## src/shared/led_afe_pkg.sv

```systemverilog
// constants and types for the led front-end, strobe and interrupt register slice
// Function
// [RL1] the low eight bits of the third channel current code are a read-write byte at bits 7 to 0.
// [RL2] a current code of zero commands no current and each code step adds one typical current step.
// [RL3] the front-end enable flag at bit 6 is read-only and while low the comparator output is not driven.
// [RL4] calibration-disable bit 5 low uses the factory trim and high bypasses it.
// [RL5] the gain field at bits 4 to 3 selects off, unity, 9.5 times or 18 times.
// [RL6] the mux field at bits 2 to 0 routes sensor two, led supply, battery, sensor one, limit node or switches a to c.
// [RL7] the dead-time code sets 222 ns plus 111 ns per step between opening one switch set and closing the next.
// [RL8] after a change on the channel select input the closed switches open within 333 to 444 ns, then the dead time runs.
// [RL9] the interrupt status register holds eight read-only event flags in the documented order.
// [RL10] the interrupt status flags have no defined value after reset.
// [RL11] the two high current-code bits live in bits 1 to 0 of a separate register.
// [RL12] a set mask bit keeps its flag from pulling the interrupt output low while the flag still reads set.
// [RL13] an undervoltage event clears the mirror regulator enable and about 25 ms later disables the serial interface.
// [RL14] writes to read-only or reserved bits are ignored and those bits keep their device values.
// [RL15] the host must program a dead time long enough for the previous switch set to be fully off.
package led_afe_pkg;
  // ****************************************
  // register map
  // ****************************************
  localparam logic [7:0] ADDR_CH6_CURRENT_HIGH = 8'h07;
  localparam logic [7:0] ADDR_CH6_CURRENT_LOW  = 8'h08;
  localparam logic [7:0] ADDR_FRONT_END_CTRL   = 8'h0a;
  localparam logic [7:0] ADDR_DEAD_TIME        = 8'h0b;
  localparam logic [7:0] ADDR_INT_STATUS       = 8'h0c;
  localparam logic [7:0] ADDR_INT_MASK         = 8'h0d;
  localparam logic [7:0] RESET_BYTE            = 8'h00;
  localparam logic [7:0] RESERVED_READ         = 8'h00;
  localparam int CODE_HIGH_BITS   = 2;
  localparam int FE_ENABLE_BIT    = 6;
  localparam int FE_TRIM_BIT      = 5;
  localparam int FE_GAIN_MSB      = 4;
  localparam int FE_GAIN_LSB      = 3;
  localparam int FE_SEL_MSB       = 2;
  localparam int FE_SEL_LSB       = 0;
  localparam int FLAG_UNDERVOLTAGE_LOCKOUT_FLAG_BIT    = 3;
  // ****************************************
  // field encodings
  // ****************************************
  typedef enum logic [1:0] {
    GAIN_OFF   = 2'b00,
    GAIN_UNITY = 2'b01,
    GAIN_X9P5  = 2'b10,
    GAIN_X18   = 2'b11
  } amp_gain_e;
  typedef enum logic [2:0] {
    SEL_SENSOR_TWO   = 3'b000,
    SEL_LED_SUPPLY   = 3'b001,
    SEL_BATTERY      = 3'b010,
    SEL_SENSOR_ONE   = 3'b011,
    SEL_CURRENT_LIM  = 3'b100,
    SEL_LED_SWITCH_A = 3'b101,
    SEL_LED_SWITCH_B = 3'b110,
    SEL_LED_SWITCH_C = 3'b111
  } fe_input_e;
  // ****************************************
  // timing
  // ****************************************
  localparam int CLK_PERIOD_NS     = 20;
  localparam int DEAD_BASE_NS      = 222;
  localparam int DEAD_STEP_NS      = 111;
  localparam int OFF_LATENCY_MIN_NS = 333;
  localparam int OFF_LATENCY_MAX_NS = 444;
  localparam int LOCKOUT_DELAY_MS  = 25;
  localparam int DEAD_BASE_CYC  = (DEAD_BASE_NS + CLK_PERIOD_NS - 1) / CLK_PERIOD_NS;
  localparam int DEAD_STEP_CYC  = (DEAD_STEP_NS + CLK_PERIOD_NS - 1) / CLK_PERIOD_NS;
  localparam int OFF_LATENCY_CYC = (OFF_LATENCY_MIN_NS + CLK_PERIOD_NS - 1) / CLK_PERIOD_NS;
  localparam int LOCKOUT_DELAY_CYC = LOCKOUT_DELAY_MS * 1000000 / CLK_PERIOD_NS;
  typedef enum logic [1:0] {
    SW_CLOSED = 2'b00,
    SW_OPENING = 2'b01,
    SW_DEAD    = 2'b10
  } switch_state_e;
endpackage

```

## src/shared/strobe_if.sv

```systemverilog
// carrier between register bank and strobe sequencer
`timescale 1ns/100ps
interface strobe_if;
  logic [7:0] dead_code;
  logic [1:0] channel_sel;
  logic [2:0] switch_on;
  modport bank (output dead_code, output channel_sel, input switch_on);
  modport seq  (input dead_code, input channel_sel, output switch_on);
endinterface

```

## src/hw/led_afe_regs.sv

```systemverilog
// register bank for channel-three current, front end, dead time and interrupt flags
`timescale 1ns/100ps
module led_afe_regs
  import led_afe_pkg::*;
#(
  parameter int LOCKOUT_CYCLES = LOCKOUT_DELAY_CYC
) (
  input  wire logic       clk,
  input  wire logic       rst,
  input  wire logic       wr_en,
  input  wire logic       rd_en,
  input  wire logic [7:0] addr,
  input  wire logic [7:0] wr_data,
  output logic      [7:0] rd_data,
  input  wire logic       front_end_on,
  input  wire logic       comparator_in,
  output logic            comparator_out,
  output logic            comparator_oe,
  input  wire logic [1:0] led_channel_select_in,
  input  wire logic [7:0] event_in,
  output logic      [2:0] led_switch_on,
  output logic      [9:0] ch6_current_code,
  output logic            factory_trim_bypass,
  output logic      [1:0] amplifier_gain_select,
  output logic      [2:0] front_end_input_select,
  output logic            interrupt_out_n,
  output logic            mirror_regulator_enable,
  output logic            serial_enable
);
  // ****************************************
  // storage
  // ****************************************
  logic [7:0]  ch6_current_low_byte;
  logic [1:0]  ch6_current_high;
  logic [7:0]  switch_dead_time;
  logic [7:0]  interrupt_status;
  logic [7:0]  interrupt_mask;
  logic        front_end_enabled_flag;
  logic        lockout_pending;
  logic [31:0] lockout_count;
  logic [7:0]  next_rd_data;
  strobe_if    sif ();

  assign sif.dead_code   = switch_dead_time;
  assign sif.channel_sel = led_channel_select_in;

  strobe_sequencer u_seq (
    .clk (clk),
    .rst (rst),
    .sif (sif)
  );

  // ****************************************
  // host writes
  // ****************************************
  always_ff @(posedge clk) begin
    if (rst) begin
      ch6_current_low_byte   <= RESET_BYTE;
      ch6_current_high       <= 2'b00;
      switch_dead_time       <= RESET_BYTE;
      interrupt_mask         <= RESET_BYTE;
      factory_trim_bypass    <= 1'b0;
      amplifier_gain_select  <= GAIN_OFF;
      front_end_input_select <= SEL_SENSOR_TWO;
    end else if (wr_en && serial_enable) begin
      unique case (addr)
        ADDR_CH6_CURRENT_LOW:  ch6_current_low_byte <= wr_data; // RL1
        ADDR_CH6_CURRENT_HIGH: ch6_current_high <= wr_data[CODE_HIGH_BITS-1:0]; // RL11 RL14
        ADDR_FRONT_END_CTRL: begin
          factory_trim_bypass    <= wr_data[FE_TRIM_BIT]; // RL4
          amplifier_gain_select  <= wr_data[FE_GAIN_MSB:FE_GAIN_LSB]; // RL5
          front_end_input_select <= wr_data[FE_SEL_MSB:FE_SEL_LSB]; // RL6 RL14
        end
        ADDR_DEAD_TIME:        switch_dead_time <= wr_data; // RL7
        ADDR_INT_MASK:         interrupt_mask   <= wr_data;
        default: ;
      endcase
    end
  end

  // ****************************************
  // status, front end and code outputs
  // ****************************************
  // no reset on flags: their value after reset is undefined
  always_ff @(posedge clk) begin
    interrupt_status <= event_in; // RL9 RL10
  end

  always_ff @(posedge clk) begin
    if (rst) begin
      front_end_enabled_flag <= 1'b0;
      comparator_out         <= 1'b0;
      comparator_oe          <= 1'b0;
      ch6_current_code       <= 10'h000;
      led_switch_on          <= 3'b000;
      interrupt_out_n        <= 1'b1;
    end else begin
      front_end_enabled_flag <= front_end_on;
      comparator_out         <= comparator_in;
      comparator_oe          <= front_end_on; // RL3
      ch6_current_code       <= {ch6_current_high, ch6_current_low_byte}; // RL2 RL11
      led_switch_on          <= sif.switch_on;
      interrupt_out_n        <= ~|(interrupt_status & ~interrupt_mask); // RL12
    end
  end

  // ****************************************
  // undervoltage lockout
  // ****************************************
  always_ff @(posedge clk) begin
    if (rst) begin
      mirror_regulator_enable <= 1'b1;
      lockout_pending         <= 1'b0;
      lockout_count           <= 32'h0000_0000;
      serial_enable           <= 1'b1;
    end else if (event_in[FLAG_UNDERVOLTAGE_LOCKOUT_FLAG_BIT] && !lockout_pending && serial_enable) begin
      mirror_regulator_enable <= 1'b0; // RL13
      lockout_pending         <= 1'b1;
      lockout_count           <= 32'(LOCKOUT_CYCLES - 1);
    end else if (lockout_pending) begin
      if (lockout_count == 32'h0000_0000) begin
        serial_enable   <= 1'b0; // RL13
        lockout_pending <= 1'b0;
      end else begin
        lockout_count <= lockout_count - 32'h0000_0001;
      end
    end
  end

  // ****************************************
  // host reads
  // ****************************************
  always_comb begin
    next_rd_data = RESERVED_READ;
    unique case (addr)
      ADDR_CH6_CURRENT_LOW:  next_rd_data = ch6_current_low_byte;
      ADDR_CH6_CURRENT_HIGH: next_rd_data = {6'h00, ch6_current_high};
      ADDR_FRONT_END_CTRL:   next_rd_data = {1'b0, front_end_enabled_flag, factory_trim_bypass,
                                             amplifier_gain_select, front_end_input_select}; // RL3 RL14
      ADDR_DEAD_TIME:        next_rd_data = switch_dead_time;
      ADDR_INT_STATUS:       next_rd_data = interrupt_status; // RL9
      ADDR_INT_MASK:         next_rd_data = interrupt_mask;
      default:               next_rd_data = RESERVED_READ;
    endcase
  end

  always_ff @(posedge clk) begin
    if (rst) begin
      rd_data <= RESERVED_READ;
    end else if (rd_en && serial_enable) begin
      rd_data <= next_rd_data;
    end
  end
endmodule

```

## src/hw/strobe_sequencer.sv

```systemverilog
// break-before-make sequencer for the three led switches
`timescale 1ns/100ps
module strobe_sequencer
  import led_afe_pkg::*;
(
  input wire logic clk,
  input wire logic rst,
  strobe_if.seq    sif
);
  switch_state_e state;
  logic [1:0]    last_sel;
  logic [15:0]   count;

  function automatic logic [15:0] dead_cycles(input logic [7:0] code);
    // rounded up once on the whole span, so per-step rounding cannot pile up at high codes
    dead_cycles = 16'((DEAD_BASE_NS + int'(code) * DEAD_STEP_NS + CLK_PERIOD_NS - 1) / CLK_PERIOD_NS);
  endfunction

  function automatic logic [2:0] decode_sel(input logic [1:0] sel);
    decode_sel = (sel == 2'b00) ? 3'b000 : 3'((3'b001) << (sel - 2'b01));
  endfunction

  always_ff @(posedge clk) begin
    if (rst) begin
      state    <= SW_CLOSED;
      last_sel <= 2'b00;
      count    <= 16'h0000;
      sif.switch_on <= 3'b000;
    end else begin
      unique case (state)
        SW_CLOSED: begin
          if (sif.channel_sel != last_sel) begin
            last_sel <= sif.channel_sel;
            count    <= 16'(OFF_LATENCY_CYC - 1);
            state    <= SW_OPENING;
          end
        end
        SW_OPENING: begin
          if (count == 16'h0000) begin
            sif.switch_on <= 3'b000; // RL8
            count         <= dead_cycles(sif.dead_code); // RL7
            state         <= SW_DEAD;
          end else begin
            count <= count - 16'h0001;
          end
        end
        SW_DEAD: begin
          if (count <= 16'h0001) begin
            sif.switch_on <= decode_sel(last_sel); // RL7
            state         <= SW_CLOSED;
          end else begin
            count <= count - 16'h0001;
          end
        end
        default: state <= SW_CLOSED;
      endcase
    end
  end
endmodule

```

## config.mk

```make
export PLATFORM = sky130hd
export DESIGN_NAME = led_afe_regs
export DESIGN_NICKNAME = d
export VERILOG_FILES = /design/src/shared/led_afe_pkg.sv /design/src/shared/strobe_if.sv /design/src/hw/led_afe_regs.sv /design/src/hw/strobe_sequencer.sv
export SDC_FILE = /design/constraint.sdc
export NUM_CORES = 1
export LEC_CHECK = 0
export ABC_AREA = 1
export BUFFER_PORTS_ARGS = -buffer_cell sky130_fd_sc_hd__buf_2
export CAP_MARGIN = 20
export CORE_MARGIN = 10
export CORE_UTILIZATION = 30
export DETAILED_ROUTE_END_ITERATION = 6
export HOLD_SLACK_MARGIN = 0.02
export PLACE_DENSITY_LB_ADDON = 0.05
export SYNTH_ARGS = -nofsm -noshare
export SYNTH_HDL_FRONTEND = slang
export SYNTH_SLANG_ARGS = --single-unit
export TNS_END_PERCENT = 30
```

## constraint.sdc

```tcl
create_clock -name clk -period 23.7 [get_ports clk]
set_input_delay 0 -clock clk [delete_from_list [all_inputs] [get_ports clk]]
set_output_delay 0 -clock clk [all_outputs]
set_load 0.03 [all_outputs]
```

### After elaboration in Yosys (flattened, before gate mapping)

Index checks and enable logic that the tools add are counted.

| operators by class | value |
|---|---|
| $add $sub $neg | 6 |
| reduce and logical (&&, ||, !) cells | 27 |
| divide/modulo/power cells | 1 |
| multiplexer cells | 19 |
| magnitude comparators | 1 |
| bitwise gates (word level) | 4 |
| equality and inequality tests | 14 |
| multiply operators | 1 |
| shifts and indexed selects | 1 |

Operators with widths:

| cell | number |
|---|---|
| 21-bit two-way mux | 3 |
| 16-bit two-way mux | 3 |
| 16-bit one-hot mux with 3 select lines | 1 |
| 8-bit one-hot mux with 6 select lines | 1 |
| 8-bit by 4-bit equality test with 1-bit output, second input constant | 5 |
| 32-bit by 6-bit adder with 32-bit output, second input constant | 1 |
| 9-bit by 32-bit adder with 32-bit output, first input constant | 1 |
| 32-bit by 6-bit divider with 32-bit output, second input constant | 1 |
| 32-bit logical NOT | 1 |
| 32-bit by 1-bit subtractor with 32-bit output, second input constant | 1 |
| 32-bit by 2-bit subtractor with 32-bit output, second input constant | 1 |
| 16-bit by 1-bit less-or-equal comparator with 1-bit output, second input constant | 1 |
| 16-bit logical NOT | 1 |
| 2-bit AND reduction | 8 |
| 16-bit by 1-bit subtractor with 16-bit output, second input constant | 1 |
| 8-bit by 7-bit multiplier with 15-bit output, second input constant | 1 |
| 3-bit AND reduction | 4 |
| 3-bit two-way mux | 3 |
| 8-bit bitwise AND | 1 |
| 8-bit by 3-bit equality test with 1-bit output, second input constant | 1 |
| 8-bit inverter | 1 |
| 8-bit OR reduction | 1 |
| 2-bit two-way mux | 3 |
| 2-bit by 1-bit != test with 1-bit output, second input constant | 3 |
| other kinds (16) | 26 |

| word-level totals | value |
|---|---|
| output and inout bits | 32 |
| word-level logic and storage cells | 97 |
| bits in registers | 122 |

### Depth between registers and ports, before layout

Gate-level depths: netlist of run 1.

| logic depth | value |
|---|---|
| depth in word-level cells | 7 |
| gate-level depth with buffers | 74 |
| gate-level depth less buffers | 74 |

### Modules after synthesis

Synthesis of run 1 repeated with hierarchy kept, for this count alone.

| unflattened totals | value |
|---|---|
| cell total of the unflattened synthesis | 1,360 |
| area total of the unflattened synthesis | 8,972.4 sq um |

Modules (own cells, without submodules):

| module | instances | area an instance (sq um) | seq. area each (sq um) | cells each |
|---|---|---|---|---|
| led_afe_regs | 1 | 4,794.6 | 1,981.9 | 704 |
| strobe_sequencer | 1 | 4,177.8 | 460.4 | 656 |

### Least setup slack after synthesis of run 1

Ideal clock, no wire load.

| timing | value |
|---|---|
| path type | register -> register |
| start point | register switch_dead_time[4], in the netlist sif.dead_code[4] |
| end point | register u_seq.count[0] |
| path buffers | 0 |
| cell stages (with the launch flop) | 66 |
| data arrival time | 7.514 ns |
| slack | 16.068 ns |
| period minus slack after synthesis | 7.632 ns |
| required time | 23.582 ns |
| library setup time | 0.118 ns |
| path through | dfxtp_1 -> fa_1 -> inv_1 -> fa_1 -> inv_1 -> fa_1 -> fa_1 -> ha_1 -> nand2_1 -> inv_1 -> a21oi_2 -> nand3_1 -> nand2_4 -> nand3_2 -> nor2_4 -> nand3_2 -> nand2_1 -> nand2_1 -> [30 not listed] -> nand2_2 -> nand2_2 -> nand2_1 -> nand2_1 -> nand2_1 -> nand3_2 -> nand2_4 -> nand2_1 -> nand2_2 -> nand2_1 -> nand2_1 -> nand3_2 -> nand2_1 -> nand2_1 -> nand2_1 -> nand3_1 -> nand2_1 -> a21oi_2 |

| on the way | value |
|---|---|
| cells in the longest elaborated chain, start to end | 7 |

Ends and longest elaborated chain:

| item | RTL line | RTL |
|---|---|---|
| from (decl) | led_afe_regs.sv:35 | `logic [7:0] switch_dead_time;` |
| from (signal assigned) | led_afe_regs.sv:74 | `ADDR_DEAD_TIME: switch_dead_time <= wr_data;` |
| 8-bit by 7-bit multiplier with 15-bit output | strobe_sequencer.sv:16 | `dead_cycles = 16'((DEAD_BASE_NS + int'(code) * DEAD_STEP_NS + CLK_PERIOD_NS - 1) / CLK_PERIOD_NS);` |
| 9-bit by 32-bit adder with 32-bit output | strobe_sequencer.sv:16 |  |
| 32-bit by 6-bit adder with 32-bit output | strobe_sequencer.sv:16 |  |
| 32-bit by 2-bit subtractor with 32-bit output | strobe_sequencer.sv:16 |  |
| 32-bit by 6-bit divider with 32-bit output | strobe_sequencer.sv:16 |  |
| 16-bit two-way mux | strobe_sequencer.sv:39 | `if (count == 16'h0000) begin` |
| 16-bit one-hot mux with 3 select lines | strobe_sequencer.sv:30 | `unique case (state)` |
| to (signal assigned) | strobe_sequencer.sv:34 | `count <= 16'(OFF_LATENCY_CYC - 1);` |
| to (signal assigned) | strobe_sequencer.sv:41 | `count <= dead_cycles(sif.dead_code);` |
| to (signal assigned) | strobe_sequencer.sv:44 | `count <= count - 16'h0001;` |
| to (decl) | strobe_sequencer.sv:12 | `logic [15:0] count;` |

Every way passes these cells.
A chain may end at the register's enable or synchronous reset.

### Final worst setup path of run 1

Same ends and word-level chain as after synthesis.

==> results list, run 1 <==
- Status: finished clean
- Resized Gates After CTS: 0
- DRC: 0
* Antenna diodes: 0
- The final route contains 7890 vias.
* Avg Inst Size Synth: 6.770 um2
- The worst setup path is captured at a register.
- Insertion delay of the later-clocked pin in the worst-skew pair: 0.41 ns
* Count of buffer and inverter cells on the critical path: 5
- Final number of max-transition violations: 0
- Combined area of the multi-input logic cells: 5144 um2
* Number of nets in the layout: 1454
- Buffers inserted during clock tree synthesis total 17.
- After detailed routing, the average wire length per cell comes to 13.35 um.
- Summing all flip-flop and latch instances after layout gives 2442 um2.
* Hold Crit Class: in -> reg
- Critical path class: reg -> reg
* Net switching power figure: 240.5 uW
- After technology mapping, the gate count stands at 1264.
- The die covers 35680 um2.
* Effective utilization at floorplan: 30.63%
- The number of nets handed over by synthesis was 1364.
* Leading register cell type out of synthesis: sky130_fd_sc_hd__dfxtp_1
- Die Height: 188.9 um
* Top cell type's share of synthesized area: 28.54%
- Of the cells placed in the final design, the portion with a size suffix greater than 1 is 15.07%.
- Total power per unit cell area: 70.13 nW/um2
- In this run the worst path has a maximum fanout of 9.
- Setup violations remaining at the end of the flow were counted as 0.
- The slowest stage of the critical path is the sky130_fd_sc_hd__fa_1 cell.
- For this run, the number of Yosys warnings is 0.
* Highest ir drop seen on vdd: 0.00004497 V
- Logic pwr share: 28.3%
* Cell Int Power: 468.9 uW
- Final hold violation count: 0
* Nature of the critical path startpoint: register
* Number of iterations in the first detailed-routing pass: 5
* Horizontal extent of the die: 188.9 um
- Cell types with the largest area share after synthesis: sky130_fd_sc_hd__dfxtp_1 29%, sky130_fd_sc_hd__nand2_1 11%, sky130_fd_sc_hd__inv_1 9.3%
- TritonCTS built the clock tree.
* Share of the cycle needed by the critical path after routing: 35.44%
- Cell repeated most along the worst path: sky130_fd_sc_hd__nand2_1
- Most frequent cell after synthesis: sky130_fd_sc_hd__nand2_1
- The tree is rooted in a sky130_fd_sc_hd__clkbuf_16.
- In this run the remaining antenna-violating nets after routing total 0.
- After the first detailed-routing iteration, the DRC count stood at 371.
- Data on the critical path is required at its endpoint by 23.97 ns.
- The design draws 709.4 uW.
- Fill cells in the final layout number 3060.
* Post-DP HPWL: 18050 um
- Average vias per placed instance: 4.521
- For this run, the total global-route usage over all layers was measured as 13.37%.
- Leakage power: 5.022 nW
- Of the total power, registers draw 33.0%.
- Setup repair after global routing left no endpoint under its margin.
* Global-route wire length before repair: 39560 um
* Via count of the first global-routing pass: 7835
- The tool flagged a number of max-cap violations equal to 0.
* Area overhead of the layout relative to synthesis: 18.22%
- Wires add up to 23300 um.
- Global routing finished with a remaining overflow of 0.
* Setup total negative slack: 0 ns
- No sink is reached through more buffers than the 2 on the longest clock path.
- Site Rows: 61
* Number of flops mapped to enable cells by yosys: 0
- In this run, the clock network consumes 38.7% of the power.
- Final critical delay including setup and external delays: 8.400 ns
- The synthesized netlist occupies a cell area of 8557 um2.
- At the pin with the least slew margin, the transition time is 0.7900 ns.
* Count of input and output buffers: 63
- The H-tree was split into 4 levels.
- Entering global routing, the biggest net connects 52 pins.
- Initial antenna violation count: 0
- STA puts the critical path data arrival time at 8.67 ns.
- Async set-or-reset flop fraction in the synthesized netlist: 0%
* Top post-synthesis cells by count: 245 x sky130_fd_sc_hd__nand2_1, 212 x sky130_fd_sc_hd__inv_1, 122 x sky130_fd_sc_hd__dfxtp_1
* Core Area: 27930 um2
- Crit path max-delay family: simple AND/OR/NAND/NOR gates
- Worst clock skew on the final layout: 0.01031 ns
- Highest cell delay on the worst timing path: 0.57 ns
- At the end of routability-driven placement, the weighted congestion stood at 0.7644.
* Number of placed I/O pins: 64
- After synthesis, the netlist uses 46 different library cells.
* CTS clock-pin slew for the worst setup and hold paths: 0.06 ns
- In this run, synthesis produced a sequential element count of 122.
- In this run switching power makes up 33.90% of total power.
- Proportion of synthesized chip area in sequential cells: 28.54%
- The clock net in this run drives a total of 122 sinks.
- In this run the tightest slew margin relative to its limit is 47.21%.
* Dominant cell type by area after synthesis: sky130_fd_sc_hd__dfxtp_1
- Static timing analysis puts the maximum clock frequency at 119.0 MHz.
-- through the flow --
step	cell area [um2]	util, %	hold WS (ns)	std cells	worst slack, ns
final	10120	36.21	0.04431	1745	15.30
after global routing	10120	36.21	0.07239	1745	14.28
after CTS	10120	36.21	0.02596	1745	15.19
after detailed placement	9288	33.25	0.1036	1692	15.22
after global placement	9288	33.25	0.1022	1692	15.35
after floorplan	8557	-	0.02772	1264	16.07
-- worst register-to-register path: cells and delay by family (launching register included) --
family,cells,cell delay [ns]
buffers and inverters,5,0.27
DFF,1,0.40
AOI/OAI and AO/OA,3,0.32
and+or+nand+nor,47,4.64
adders and majority gates,6,2.63
-- worst paths after layout --
check                                            start           endpoint  slack [ns]  cells past startpoint
worst max-delay path                  sif.dead_code[4]     u_seq.count[0]       15.30                     61
worst min-delay path                           addr[6]  interrupt_mask[0]        0.04                      6
worst max register to register        sif.dead_code[4]     u_seq.count[0]       15.30                     61
worst min register to register  u_seq.sif.switch_on[1]   led_switch_on[1]        0.45                      2
-- sequential cells by signal (all words and copies together) (netlist names) --
signal                   flops
comparator_out               1
lockout_pending              1
interrupt_status             8
u_seq.last_sel               2
ch6_current_high             2
rd_data                      8
factory_trim_bypass          1
sif.dead_code                8
front_end_enabled_flag       1
serial_enable                1
u_seq.state                  2
ch6_current_low_byte         8
interrupt_out_n              1
amplifier_gain_select        2
mirror_regulator_enable      1
led_switch_on                3
interrupt_mask               8
u_seq.sif.switch_on          3
lockout_count               32
front_end_input_select       3
u_seq.count                 16
ch6_current_code            10
-- cells by family (layout without fill, tap and decap cells) --
group	count (synthesis)	after routing	share of synthesized area (%)
compound gates	203	203	13.07
xor+xnor	21	21	2.149
fa+ha+maj	68	68	11.70
buf+inv	252	355	11.35
flops	122	122	28.54
simple gates	598	598	33.19
-- power by group through the flow --
stage | clock network (mW) | registers (mW) | logic [mW]
after global routing | 0.291 | 0.236 | 0.235
after detailed placement | 0 | 0.238 | 0.200
after floorplan | 0 | 0.237 | 0.153
final | 0.275 | 0.234 | 0.201
after global placement | 0 | 0.239 | 0.202
after CTS | 0.282 | 0.234 | 0.204
-- placed cells by master (no fill, tap or decap), types with 20 or more instances in the layout --
cell                            count
sky130_fd_sc_hd__inv_1            212
sky130_fd_sc_hd__nand2_1          245
sky130_fd_sc_hd__nand4_1           22
sky130_fd_sc_hd__nand2_2           36
sky130_fd_sc_hd__dfxtp_1          122
sky130_fd_sc_hd__fa_1              20
sky130_fd_sc_hd__ha_1              48
sky130_fd_sc_hd__nand3_1           89
sky130_fd_sc_hd__o21ai_0           68
sky130_fd_sc_hd__inv_2             20
sky130_fd_sc_hd__nor3_1            24
sky130_fd_sc_hd__buf_2             63
sky130_fd_sc_hd__nor2_1           120
sky130_fd_sc_hd__a21oi_1           90
sky130_fd_sc_hd__dlygate4sd3_1     21
-- layer usage --
metal  vias to the layer above  global-route usage [%]  share of wire, %
met3                        18                   2.738               2.9
met1                      3540                   17.65                50
met5                         -                       0                 0
met2                        87                   21.63                45
met4                         0                   3.632               1.4
li1                       4245                       -                 -
-- repair_timing --
action                    CTS  global route
buffers inserted            0             0
hold buffers               21             0
hold endpoints to repair   45             0
-- area by class of cell --
cell class	instances	share of cell area, %
timing repair buffer	87	5.417
clock inverter	13	1.732
tap	378	4.675
sequential	122	24.14
multi-input combinational	890	50.85
inverter	236	8.806
clock buffer	19	4.378
Note: power is estimated with default switching activity, not from simulation.
==> run 2, diff against run 1 <==
==> constraint.sdc (replaced) <==
create_clock -name clk -period 7.51 [get_ports clk]
set_input_delay 0 -clock clk [delete_from_list [all_inputs] [get_ports clk]]
set_output_delay 0 -clock clk [all_outputs]
set_load 0.03 [all_outputs]
==> results list, run 2 (synthesis gave the netlist of run 1 again) <==
* Status: finished, violations left
- The final reports fail on setup timing.
- In the finished design, the share of the clock period the worst path needs comes to 107.0%.
- Cells with a size suffix above 1 make up 27.81% of the layout.
- Clock network fraction of total power: 36.9%
- In this run the worst path has a maximum fanout of 5.
- Area of the die: 35680 um2
- Sequential group share of total power: 33.3%
- Row generation in the floorplan step produced 61 rows.
- Root Driver: sky130_fd_sc_hd__clkbuf_16
* Worst clock skew on the final layout: 0.01142 ns
* Switching share of total power: 35.46%
- For this run the aggregate overflow at the end of global routing stands at 0.
* Hold Crit Class: in -> reg
* Wirelength per Cell: 13.25 um
- The count of final hold-check violations was 0.
* Final critical delay including setup and external delays: 8.032 ns
- Entering global routing, the biggest net connects 52 pins.
* Die Height: 188.9 um
- Sort of element at the end of the critical path: register
* Post-DP HPWL: 18660 um
* Busiest layer in global routing: met2
- Routability-driven placement finished with a final weighted congestion of 0.7944.
- The largest registers in the layout are lockout_count (32), u_seq.count (16), ch6_current_code (10).
- Final total power: 2.219 mW
* Net switching power figure: 786.7 uW
- TritonCTS built the clock tree.
- Slew at the pin closest to its max-slew limit: 0.8139 ns
* Horizontal extent of the die: 188.9 um
- After layout, the worst setup slack is -0.5220 ns.
- After detailed routing, the total wire length is 24690 um.
- Met2 track utilization from global routing: 21.94%
- Global-route wire length before repair: 39750 um
* Highest ir drop seen on vdd: 0.0001413 V
- Leaving out fill and tap cells, the most frequent cell in the layout is sky130_fd_sc_hd__inv_1.
- By startpoint and endpoint, the worst setup path is classified as reg -> reg.
- After clock tree synthesis, the clock-pin slew on the worst setup and hold paths is 0.06 ns.
* Number of design-rule violations left by the first detailed-router iteration: 355
* Area of all placed cells without fillers: 11520 um2
- From synthesis to final layout, the design area changed by 34.61%.
- The core region is 27930 um2.
- For this design, the sink count on the clock tree is 122.
- At the worst endpoint, the arrival time is 8.31 ns.
- Effective utilization at floorplan: 30.63%
- Cell with the largest stage delay on the worst path: sky130_fd_sc_hd__fa_2
- The number of placed instances, taps included, is 1788.
- STA puts the critical path data required time at 7.78 ns.
- The clock reaches the later pin of the worst-skew pair after 0.42 ns.
- Antenna-violating nets left: 0
- For this run, global-route usage on met3 was measured as 2.628%.
* Commonest non-fill, non-tap cells in the layout: 206 x sky130_fd_sc_hd__inv_1, 204 x sky130_fd_sc_hd__nand2_1, 118 x sky130_fd_sc_hd__dfxtp_1
- STA classifies the critical path startpoint as a register.
* Maximum clock frequency: 124.5 MHz
- The net count of the finished layout is 1572.
- Using the TritonRoute via totals, the vias-per-cell ratio works out to 4.507.
* Number of iterations in the first detailed-routing pass: 5
* Met1 track demand over resource: 17.83%
- Setup repair after global routing could not meet its margin everywhere.
- Via count: 8396
- The number of antenna violations at the first check in global routing was 0.
- Max-cap violations in this run came to 0.
- The number of global-route vias before repair is 8021.
- Flop2flop setup slack: -0.52 ns
* Gr usage total: 13.53%
* Bufs on Longest Clock Path: 2
* Tightest slew margin relative to the limit: 45.61%
* Highest cell delay on the worst timing path: 0.57 ns
- The analysis attributes to cell leakage a power of 5.784 nW.
- The register with the most flip-flops in the layout has 32 of them.
* Setup total negative slack: -1.351 ns
- In this design, the critical path's most frequently occurring cell is sky130_fd_sc_hd__nand2_4.
- For this run, design rule violations remaining after detail routing come to 0.
- In this run the count of I/O pins placed on the die edge is 64.
- Cell Count, Final, Fillers Out: 1863
- Total power per unit cell area: 192.6 nW/um2
- Once layout is complete, the utilization of the core stands at 41.23%.
- The H-tree generated during clock tree synthesis spans 4 levels.
- Counting flops per register, the top entry is lockout_count.
* Number of setup violations in the final report: 4
- Count of input and output buffers: 63
* Final number of max-transition violations: 0
- The placed instances occupy a cell area of 10020 um2.
- Cell Int Power: 1.432 mW
- TritonCTS created 17 clock buffers.
- Combinational logic is responsible for 29.9% of the overall power.
- 0 antenna diodes ended up in the layout.
[run 2: critical path, delay by kind of cell, from the launching register on]
kind,cells,cell delay [ns]
and+or+nand+nor,47,4.17
adders and majority gates,6,2.51
buffers and inverters,10,0.58
DFF,1,0.33
AOI/OAI and AO/OA,3,0.28
[run 2: cell type report]
type,instances,area [um2]
Clock buffer,17,425.4
Timing Repair Buffer,204,1438
Multi-Input combinational cell,891,5673
Clock inverter,15,163.9
Fill cell,3000,16420
Inverter,236,895.9
Sequential cell,122,2450
Tap cell,378,473.0
[run 2: power groups by stage]
stage                     combinational [mW]  clock (mW)  sequential, mW
final                                  0.662       0.818           0.738
after global routing                   0.765       0.873           0.746
after CTS                              0.653       0.841           0.738
after detailed placement               0.641           0           0.752
after global placement                 0.641           0           0.753
after floorplan                        0.484           0           0.749
[run 2: stage by stage]
stage / hold WS, ns / setup slack [ns]
finish: 0.06183 / -0.5220
detailed placement: 0.1050 / -0.5475
global placement: 0.1020 / -0.4664
floorplan: 0.02772 / 0.02276
global route: 0.07261 / -1.086
CTS: 0.03945 / -0.5423
[run 2: per-layer routing]
| metal | vias to the layer above | routed length (um) |
|---|---|---|
| li1 | 4473 | - |
| met1 | 3786 | 12070 |
| met2 | 115 | 11510 |
| met3 | 22 | 786 |
| met4 | 0 | 324 |
| met5 | - | 0 |
[run 2: path summary, 6_finish.rpt]
path | start | endpoint | cells past startpoint
worst max-delay path | sif.dead_code[6] | u_seq.count[0] | 66
worst min-delay path | addr[0] | interrupt_mask[1] | 5
worst max register to register | sif.dead_code[6] | u_seq.count[0] | 66
worst min register to register | mirror_regulator_enable | mirror_regulator_enable | 2
[run 2: repair_timing]
action                                  4_1_cts  5_1_grt
setup buffers                                 0       18
endpoints found under the hold margin        45        0
hold buffers                                 24        0
cloned                                        0        1
gates resized for setup                       2      131
pin swaps                                     1       72
endpoints found under the setup margin        3        6
